[src/logic/bbuc_pkg.sv]
// Shared constants, modes and pin bundle for the bidirectional bus up/down counter.
package bbuc_pkg;

	// ------------------------------------------------------------
	// Counter geometry
	// ------------------------------------------------------------
	localparam int               CNT_W      = 8;
	localparam logic [CNT_W-1:0] CNT_ZERO   = 8'h00;
	localparam logic [CNT_W-1:0] CNT_MAX    = 8'hFF;
	localparam logic [CNT_W-1:0] CNT_STEP   = 8'h01;

	// ------------------------------------------------------------
	// Clocking and synchroniser depth
	// ------------------------------------------------------------
	localparam int               MCLK_PERIOD_NS = 100;
	localparam int               SYNC_STAGES    = 2;
	localparam logic [1:0]       RST_ASSERTED   = 2'h0;
	localparam logic [1:0]       RST_RELEASED   = 2'h3;

	// ------------------------------------------------------------
	// Operating modes chosen at each counter clock edge
	// ------------------------------------------------------------
	typedef enum logic [4:0] {
		MODE_HOLD  = 5'h01,
		MODE_CLEAR = 5'h02,
		MODE_LOAD  = 5'h04,
		MODE_UP    = 5'h08,
		MODE_DOWN  = 5'h10
	} bbuc_mode_e;

	// ------------------------------------------------------------
	// Pin bundle passed through the input synchroniser
	// ------------------------------------------------------------
	typedef struct packed {
		logic             sync_clear_n;
		logic             chip_sel_n;
		logic             load_en_n;
		logic             out_en_n;
		logic             count_en_par_n;
		logic             count_en_trk_n;
		logic             count_up;
		logic             count_clk;
		logic [CNT_W-1:0] data;
	} bbuc_pins_s;

endpackage

[src/logic/bbuc_sync.sv]
// Two-flop synchroniser for a bundle of asynchronous pin levels.
`timescale 1ns/1ps
module bbuc_sync #(
	parameter int W = 1
) (
	input  wire logic         clk,
	input  wire logic         rst_n,
	input  wire logic [W-1:0] d,
	output logic      [W-1:0] q
);

	logic [W-1:0] meta_q;

	if (W < 1) begin : g_bad_width
		$error("bbuc_sync: W must be at least 1");
	end

	// ------------------------------------------------------------
	// First stage feeds only the second stage.
	// ------------------------------------------------------------
	always_ff @(posedge clk or negedge rst_n) begin
		if (!rst_n) begin
			meta_q <= '0;
			q      <= '0;
		end else begin
			meta_q <= d;
			q      <= meta_q;
		end
	end

endmodule

[src/logic/bbuc_top.sv]
// Eight-stage up/down counter sharing one three-state bus for load data and count output.
`timescale 1ns/1ps
// Summary of operation
// - The count is an eight-bit register that changes only on a rising counter clock edge, except for the asynchronous clear and the reset.
// - The count is driven onto the bus only when chip select is low, load enable is high and output enable is low.
// - Chip select high releases the bus and disables the load enable whatever else is applied.
// - Async clear low empties the count at once without a clock edge and overrides every other input.
// - Sync clear low empties the count on a clock edge ahead of load, hold and count.
// - Chip select and load enable both low load the count from the bus on a clock edge, ignoring count enables and direction.
// - With no clear or load, parallel count enable high holds the count.
// - With no clear or load, trickle count enable high holds the count and keeps final count high.
// - With both count enables low the count steps up by one when direction is high and down by one when low.
// - An active-low final count output lets counters be cascaded through their count enables.
module bbuc_top
	import bbuc_pkg::*;
#(
	parameter int CNT_WIDTH = CNT_W
) (
	input  wire logic             mclk,
	input  wire logic             nrst,
	input  wire logic             async_clear_n,
	input  wire logic             sync_clear_n,
	input  wire logic             chip_sel_n,
	input  wire logic             load_en_n,
	input  wire logic             out_en_n,
	input  wire logic             count_en_par_n,
	input  wire logic             count_en_trk_n,
	input  wire logic             count_up,
	input  wire logic             count_clk,
	input  wire logic [CNT_W-1:0] bus_i,
	output logic      [CNT_W-1:0] bus_o,
	output logic                  bus_oe,
	output logic                  final_count_n
);

	if (CNT_WIDTH != CNT_W) begin : g_bad_width
		$error("bbuc_top: CNT_WIDTH must equal the package counter width");
	end

	// ------------------------------------------------------------
	// Terminal decode, shared by the output and its check.
	// ------------------------------------------------------------
	function automatic logic is_terminal(input logic [CNT_W-1:0] v, input logic up);
		is_terminal = up ? (v == CNT_MAX) : (v == CNT_ZERO);
	endfunction

	// ------------------------------------------------------------
	// Reset and asynchronous clear synchronisers
	// ------------------------------------------------------------
	logic [1:0]       rst_n_q;
	logic [1:0]       clr_n_q;
	logic             rst_n;
	logic             clr_n;
	logic             clr_arst_n;

	always_ff @(posedge mclk or negedge nrst) begin
		if (!nrst) begin
			rst_n_q <= RST_ASSERTED;
		end else begin
			rst_n_q <= {rst_n_q[0], 1'b1};
		end
	end

	assign rst_n      = rst_n_q[1];
	assign clr_arst_n = rst_n & async_clear_n;

	// The clear asserts with no clock edge and releases after two mclk edges.
	// immediate asynchronous clear
	always_ff @(posedge mclk or negedge clr_arst_n) begin
		if (!clr_arst_n) begin
			clr_n_q <= RST_ASSERTED;
		end else begin
			clr_n_q <= {clr_n_q[0], 1'b1};
		end
	end

	assign clr_n = clr_n_q[1];

	// ------------------------------------------------------------
	// Pin synchroniser and counter clock edge detect
	// ------------------------------------------------------------
	bbuc_pins_s pins_raw;
	bbuc_pins_s pins;
	logic       cclk_prev_q;
	logic       clk_rise;

	assign pins_raw = '{
		sync_clear_n:   sync_clear_n,
		chip_sel_n:     chip_sel_n,
		load_en_n:      load_en_n,
		out_en_n:       out_en_n,
		count_en_par_n: count_en_par_n,
		count_en_trk_n: count_en_trk_n,
		count_up:       count_up,
		count_clk:      count_clk,
		data:           bus_i
	};

	bbuc_sync #(
		.W ($bits(bbuc_pins_s))
	) u_sync (
		.clk   (mclk),
		.rst_n (rst_n),
		.d     (pins_raw),
		.q     (pins)
	);

	always_ff @(posedge mclk or negedge rst_n) begin
		if (!rst_n) begin
			cclk_prev_q <= 1'b0;
		end else begin
			cclk_prev_q <= pins.count_clk;
		end
	end

	assign clk_rise = pins.count_clk & ~cclk_prev_q;

	// ------------------------------------------------------------
	// Mode decode
	// ------------------------------------------------------------
	logic       do_clear;
	logic       do_load;
	logic       do_hold;
	bbuc_mode_e mode;

	assign do_clear = ~pins.sync_clear_n;
	assign do_load  = ~pins.chip_sel_n & ~pins.load_en_n;
	assign do_hold  = pins.count_en_par_n | pins.count_en_trk_n;

	assign mode = do_clear       ? MODE_CLEAR :
	              do_load        ? MODE_LOAD  :
	              do_hold        ? MODE_HOLD  :
	              pins.count_up  ? MODE_UP    : MODE_DOWN;

	// ------------------------------------------------------------
	// Count register
	// ------------------------------------------------------------
	logic [CNT_W-1:0] count_q;
	logic [CNT_W-1:0] count_d;

	always_comb begin
		case (mode)
			MODE_CLEAR: begin
				count_d = CNT_ZERO;
			end
			MODE_LOAD: begin
				count_d = pins.data;
			end
			MODE_UP: begin
				count_d = count_q + CNT_STEP;
			end
			MODE_DOWN: begin
				count_d = count_q - CNT_STEP;
			end
			default: begin
				count_d = count_q;
			end
		endcase
	end

	always_ff @(posedge mclk or negedge clr_n) begin
		if (!clr_n) begin
			count_q <= CNT_ZERO;
		end else if (clk_rise) begin
			count_q <= count_d;
		end
	end

	// ------------------------------------------------------------
	// Bus drive and final count
	// ------------------------------------------------------------
	logic bus_oe_q;
	logic bus_oe_d;
	logic fc_n_q;
	logic fc_n_d;

	assign bus_oe_d = ~pins.chip_sel_n & pins.load_en_n & ~pins.out_en_n;

	assign fc_n_d = ~(~pins.count_en_trk_n & is_terminal(count_q, pins.count_up));

	always_ff @(posedge mclk or negedge rst_n) begin
		if (!rst_n) begin
			bus_oe_q <= 1'b0;
		end else begin
			bus_oe_q <= bus_oe_d;
		end
	end

	always_ff @(posedge mclk or negedge rst_n) begin
		if (!rst_n) begin
			fc_n_q <= 1'b1;
		end else begin
			fc_n_q <= fc_n_d;
		end
	end

	assign bus_o         = count_q;
	assign bus_oe        = bus_oe_q;
	assign final_count_n = fc_n_q;

	// ------------------------------------------------------------
	// Assertions
	// ------------------------------------------------------------
	AST_NO_EDGE_NO_CHANGE: assert property (
		@(posedge mclk) disable iff (!rst_n || !clr_n)
		!clk_rise |=> (count_q == $past(count_q))
	) else $error("count changed without a counter clock edge");

	AST_BUS_DRIVE: assert property (
		@(posedge mclk) disable iff (!rst_n)
		(!pins.chip_sel_n && pins.load_en_n && !pins.out_en_n) |=> bus_oe
	) else $error("bus not driven although output selected");

	AST_CS_RELEASES: assert property (
		@(posedge mclk) disable iff (!rst_n)
		pins.chip_sel_n |=> !bus_oe
	) else $error("bus driven while chip select high");

	AST_ASYNC_CLEAR: assert property (
		@(posedge mclk) disable iff (!rst_n)
		(!async_clear_n ##1 !async_clear_n) |-> (count_q == CNT_ZERO)
	) else $error("count not cleared while async clear low");

	AST_SYNC_CLEAR: assert property (
		@(posedge mclk) disable iff (!rst_n || !clr_n)
		(clk_rise && !pins.sync_clear_n) |=> (count_q == CNT_ZERO)
	) else $error("sync clear did not empty the count");

	AST_LOAD: assert property (
		@(posedge mclk) disable iff (!rst_n || !clr_n)
		(clk_rise && pins.sync_clear_n && !pins.chip_sel_n && !pins.load_en_n)
		|=> (count_q == $past(pins.data))
	) else $error("load did not take the bus value");

	AST_HOLD: assert property (
		@(posedge mclk) disable iff (!rst_n || !clr_n)
		(clk_rise && pins.sync_clear_n && (pins.chip_sel_n || pins.load_en_n)
			&& (pins.count_en_par_n || pins.count_en_trk_n)) |=> $stable(count_q)
	) else $error("count moved in hold");

	AST_TRICKLE_HIGH: assert property (
		@(posedge mclk) disable iff (!rst_n)
		pins.count_en_trk_n |=> final_count_n
	) else $error("final count low while trickle enable high");

	AST_COUNT_STEP: assert property (
		@(posedge mclk) disable iff (!rst_n || !clr_n)
		(clk_rise && pins.sync_clear_n && (pins.chip_sel_n || pins.load_en_n)
			&& !pins.count_en_par_n && !pins.count_en_trk_n && pins.count_up)
		|=> (count_q == CNT_W'($past(count_q) + CNT_STEP))
	) else $error("count up did not add one");

	AST_COUNT_DOWN: assert property (
		@(posedge mclk) disable iff (!rst_n || !clr_n)
		(clk_rise && pins.sync_clear_n && (pins.chip_sel_n || pins.load_en_n)
			&& !pins.count_en_par_n && !pins.count_en_trk_n && !pins.count_up)
		|=> (count_q == CNT_W'($past(count_q) - CNT_STEP))
	) else $error("count down did not subtract one");

	AST_FINAL_COUNT: assert property (
		@(posedge mclk) disable iff (!rst_n)
		rst_n |=> (final_count_n == !(!$past(pins.count_en_trk_n)
			&& is_terminal($past(count_q), $past(pins.count_up))))
	) else $error("final count does not match terminal decode");

	AST_WRAP_UP: assert property (
		@(posedge mclk) disable iff (!rst_n || !clr_n)
		(clk_rise && mode == MODE_UP && count_q == CNT_MAX) |=> (count_q == CNT_ZERO)
	) else $error("count did not wrap to zero");

endmodule

[config.mk]
export PLATFORM = sky130hd
export DESIGN_NAME = bbuc_top
export DESIGN_NICKNAME = d
export VERILOG_FILES = /design/src/logic/bbuc_pkg.sv /design/src/logic/bbuc_sync.sv /design/src/logic/bbuc_top.sv
export SDC_FILE = /design/constraint.sdc
export NUM_CORES = 1
export LEC_CHECK = 0
export BUFFER_PORTS_ARGS = -buffer_cell sky130_fd_sc_hd__buf_2
export CAP_MARGIN = 5
export CORE_MARGIN = 4
export CORE_UTILIZATION = 58
export CTS_CLUSTER_DIAMETER = 30
export DETAILED_ROUTE_END_ITERATION = 10
export PLACE_DENSITY = 0.92
export SKIP_CTS_REPAIR_TIMING = 1
export SYNTH_ARGS = -nofsm -noshare
export SYNTH_HDL_FRONTEND = slang
export SYNTH_SLANG_ARGS = --single-unit
[constraint.sdc]
create_clock -name mclk -period 3.5 [get_ports mclk]
set_input_delay 0.35 -clock mclk [delete_from_list [all_inputs] [get_ports mclk]]
set_output_delay 0.35 -clock mclk [all_outputs]
set_load 0.01 [all_outputs]
Word level (Yosys, flattened, before mapping)

Cells that the tools add are included.

Bitwise gates (word level): 13
Eq/ne operators: 5
Add/sub/neg operators: 2
Mux-type cells: 6
Reduce and logical (&&, ||, !) cells: 3

Operators by type and width:

| operator                                                           | count |
|---|---|
| 8-bit one-hot mux with 4 select lines                              | 1 |
| 5-bit 2-to-1 mux                                                   | 4 |
| 8-bit by 1-bit adder with 8-bit output, second input constant      | 1 |
| 8-bit == test, second input constant                               | 1 |
| 8-bit logical NOT                                                  | 1 |
| 8-bit by 1-bit subtractor with 8-bit output, second input constant | 1 |
| 1-bit bitwise AND                                                  | 6 |
| 1-bit inverter                                                     | 6 |
| 5-bit by 2-bit == test with 1-bit output, second input constant    | 1 |
| 5-bit by 3-bit == test with 1-bit output, second input constant    | 1 |
| 5-bit by 4-bit == test with 1-bit output, second input constant    | 1 |
| 5-bit == test, second input constant                               | 1 |
| 4-bit nonzero test                                                 | 1 |
| 2-bit AND reduction                                                | 1 |
| 1-bit 2-to-1 mux                                                   | 1 |
| 1-bit OR                                                           | 1 |

Register bits after elaboration: 47
Bits of input ports: 19
Output and inout port bits: 10
Word-level logic and storage cells: 37

Longest topological paths before layout

Depth in word-level cells: 7
Depth in mapped cells: 9
Gate-level depth less buffers: 9

Modules after synthesis

From an unflattened synthesis, not the netlist that was laid out.

Cells, all modules: 135
Area, all modules: 1730.4 sq um

Modules (own cells, without submodules):

| module    | sequential area each (sq um) | cells each | times used | area an instance (sq um) |
|---|---|---|---|---|
| bbuc_top  | 376.6                        | 103        | 1          | 929.6 |
| bbuc_sync | 800.8                        | 32         | 1          | 800.8 |

Worst setup path before layout

Ideal clock, no wire load.

Path kind: reg2reg
From: reg u_sync.q[9]
To: reg count_q[7] (netlist: bus_o[7])
Path slack: 0.754 ns
Required time: 3.369 ns
Stages on the path, launching flop included: 9
Path buffers: 1
Clock period less this slack: 2.746 ns
Library setup time: 0.131 ns
Arrival time: 2.614 ns
Cell sequence: dfrtp_1 buf_2 nor4_1 ha_1 a211oi_2 o21ai_1 a21o_1 nor4b_1 or3_1

Cells in the longest elaborated chain, start to end: 7
Elaborated cells between the ends (all ways): 11
Those cells by class: eq/ne (4); mux (5); reduce/logical (2)

RTL lines:

| what                                        | RTL line        | source |
|---|---|---|
| start, declared                             | bbuc_sync.sv:9  | `output logic [W-1:0] q` |
| start signal, assigned                      | bbuc_sync.sv:27 | `q <= meta_q;` |
| 5-bit 2-to-1 mux (*)                        | bbuc_top.sv:133 | `pins.count_up ? MODE_UP : MODE_DOWN;` |
| 5-bit 2-to-1 mux (*)                        | bbuc_top.sv:132 | `do_hold ? MODE_HOLD :` |
| 5-bit 2-to-1 mux (*)                        | bbuc_top.sv:131 | `do_load ? MODE_LOAD :` |
| 5-bit 2-to-1 mux (*)                        | bbuc_top.sv:130 | `assign mode = do_clear ? MODE_CLEAR :` |
| 5-bit == test, or another cell as far along | bbuc_top.sv:142 | `case (mode)` |
| 4-bit nonzero test (no source line)         | -               |  |
| 2-bit AND reduction (no source line)        | -               |  |
| end signal, assigned                        | bbuc_top.sv:165 | `count_q <= count_d;` |
| end, declared                               | bbuc_top.sv:138 | `logic [CNT_W-1:0] count_q;` |

Every way passes the cells marked *; elsewhere a longest branch is shown, timed or not.
A chain may end at the register's enable or synchronous reset.

Worst setup path after layout

Ends and elaborated chain as after synthesis.

==> key figures <==
Status
  – Status: complete, no violations

CTS
  – TritonCTS clock tree: built
  – Num CTS Buffers: 5
  – Htree depth: 2
  – Clock buffer depth: 2
  – Clock sink count: 47
  – Clk_lat worst skew: around 0.35 ns
  – CTS clk-pin slew, worst paths: 0.14 ns
  – CTS Root Cell: clkbuf_4

Logic synthesis
  – Top_reg_cell synth: dfrtp_1
  – Cell taking the most area after synthesis: dfrtp_1
  – Mux share of post-synthesis cell area: approximately 1.7%
  – Adder-cell share of the synthesized area: 5.382%
  – Synth unique cells: 44
  – Mapped Cells: 133
  – Synth Area in Simple Gates: 9.915%
  – Register area share after synthesis: between 60% and 70%
  – Synth top area share: about 65%
  – Synth top area cells: dfrtp_1 65%, ha_1 4.2%, a22oi_1 2.1%, a21oi_1 1.7%, mux2i_1 1.7%
  – Compound-gate portion of the synthesized area: 12.89%
  – Synth Register Bits: 47
  – Combinational family with the most area after synthesis: compound AO/OA/AOI/OAI gates
  – Async S/R FF share, synth: 100.0%
  – Post-synth EDFFs: 0
  – Syn_area_per_cell: roughly 13 um^2
  – Cell Area, Synth: between 1500 and 2000 um^2
  – Ys Warns: 0
  – Xor and xnor area share after synthesis: ~1.5%

Power
  – Leakage power: slightly below 1 nW
  – P_int: 701.9 uW
  – Switching share of total power: roughly a quarter
  – Reg power frac: roughly 64%
  – Power per standard cell area: between 400 and 500 nW/um^2
  – Clk network pwr share: between 20% and 30%
  – Worst VDD drop: just under 400 uV
  – NetSw: 247.6 uW
  – Logic gate share of total power: a little over a tenth

Final layout
  – Final Instance Area: around 2000 um^2
  – Footprint of the multi-input gates: roughly 560 um^2
  – Nets: 197
  – Proportion of layout cells with a drive suffix above 1: between 20% and 30%
  – Number of inserted diodes: 0
  – Register area: between 1000 and 1500 um^2
  – Fill cell count: approximately 190
  – Leading cell type in the layout, fill and taps excluded: dfrtp_1
  – Most frequent cells in the layout: 46 x dfrtp_1, 28 x buf_2, 7 x nand2_1
  – Area delta synth->final: 15.01%
  – Final Util: 71.83%

Routing
  – Initial detailed-routing violation count: 39
  – First drt pass iteration count: 4
  – Post-Route WL: approximately 3000 um
  – DRC Markers: 0
  – Drt wl/cell: between 10 and 15 um
  – Vias/cell: ~5.5
  – Antenna Nets Post-Route: 0
  – Via count: approximately 1.1k

Setup path
  – Critical path startpoint category: flip-flop
  – WP data arrival: approximately 2.7 ns
  – Setup crit end kind: flip-flop
  – Worst endpoint required time: between 3 and 4 ns
  – Crit Path Class: flip-flop to flip-flop
  – Largest fanout on the critical path: 8

Floorplan
  – IO Pins: 29
  – Die Wd: roughly 63 um
  – Core area: 2829 um^2
  – Starting Density: approximately 62%
  – Std-Cell Rows: 19
  – Die height: 63.19 um
  – Die area: around 4000 um^2

GRT
  – Initial antenna violation count: 0
  – First-pass GRT wire length: ~5400 um
  – Number of global-route vias before repair: 1166
  – GRT overflow: 0
  – GRT Util Overall: between 15 and 20%
  – Largest net degree at the start of global routing: 26

Timing
  – Fmax: 0.4037 GHz
  – Endpoints failing setup: 0
  – TNS Setup: 0 ns
  – Setup Skew: 0.01707 ns
  – Fin. Hold Viols: 0
  – Fin crit share: between 70 and 80%
  – Setup WS post-layout: a little over 1 ns
  – Unrepaired setup endpoints after global routing: false
  – Pins Over Slew Limit: 0
  – Min Tclk post-route: about 2.5 ns
  – Slew HR: 56.14%
  – Worst-Margin Slew: 0.6574 ns

Place
  – Final GP Congestion: ~0.94
  – DP Worst Slack: 1.068 ns
  – Area of placed instances: between 1500 and 2000 um^2
  – Detailed placer's ending HPWL: between 2000 and 2500 um
  – Port Buf Inserts: 28

Hold path
  – Hold crit path type: primary input to flip-flop

Flow run
  – Max-Cap Viols: 0
==> kinds of logic after synthesis <==
| kind of cell | after synthesis |
|---|---|
| XOR/XNOR | 3 |
| adder cells (fa/ha/maj) | 7 |
| buffers and inverters | 8 |
| AO/OA/AOI/OAI | 32 |
| other | 1 |
| flip-flops | 47 |
| multiplexers | 3 |
| AND/OR/NAND/NOR | 32 |
==> layout make-up <==
class	count	share of cell area (%)
multi-input combinational	79	27.65
tap	31	1.909
clock buffer	5	1.847
sequential	47	57.94
inverter	6	1.108
timing repair buffer	32	8.621
clock inverter	3	0.9236
==> final timing paths <==
kind	cells past startpoint	endpoint	startpoint	slack, ns
setup / recovery	8	bus_o[7]	u_sync.q[9]	1.02
hold reg to reg	0	bus_o[5]	clr_n_q[1]	0.13
max in group asynchronous	2	clr_n_q[0]	rst_n_q[1]	2.52
min in group asynchronous	0	bus_o[5]	clr_n_q[1]	0.13
setup reg to reg	8	bus_o[7]	u_sync.q[9]	1.02
hold / removal	1	u_sync.meta_q[11]	count_en_par_n	0.09
==> flip-flops by register name, summed over array words and instances, names as in the netlist <==
name	flops
rst_n_q	2
u_sync.q	16
u_sync.meta_q	16
final_count_n	1
cclk_prev_q	1
bus_o	8
bus_oe	1
clr_n_q	2
==> stage by stage <==
stage,hold slack [ns],power [mW],instances
CTS,-0.2550,0.9564,201
detailed placement,0.1379,0.7177,193
global placement,0.1289,0.7091,193
floorplan,0.05441,0.6752,134
finish,0.08544,0.9495,203
global route,0.03971,1.015,203
==> power groups by stage <==
stage               Clock, mW  Combinational (mW)  Sequential, mW
floorplan                   0              0.0579           0.617
finish                  0.241               0.103           0.606
detailed placement          0               0.101           0.617
global route            0.286               0.117           0.612
CTS                     0.249               0.101           0.606
global placement            0              0.0957           0.613
==> metal layers <==
| layer | wire, um | GRT usage, % | vias to the layer above |
|---|---|---|---|
| met4 | 53 | 7.547 | 0 |
| met1 | 1247 | 21.01 | 522 |
| li1 | - | - | 547 |
| met5 | 0 | 0 | - |
| met3 | 177 | 6.217 | 8 |
| met2 | 1534 | 29.51 | 39 |
==> synth_stat cells, types with 2 or more instances <==
cell	instances
dfrtp_1	46
nand2_1	7
a21oi_1	6
ha_1	6
inv_1	6
a22oi_1	5
nor2_1	5
nor3_1	5
o21ai_0	5
mux2i_1	3
nor4_1	2
o211ai_1	2
o22ai_1	2
or2_2	2
xnor2_1	2
==> critical path, cell delays in order, from the launching register on <==
cell and delay, ns:
dfrtp_1 0.48, nor4_1 0.32, buf_4 0.22, ha_1 0.30, o211ai_1 0.21, o21ai_1 0.14
a21o_1 0.23, nor4b_1 0.14, or3_1 0.33
(Power assumes the default switching activity.)
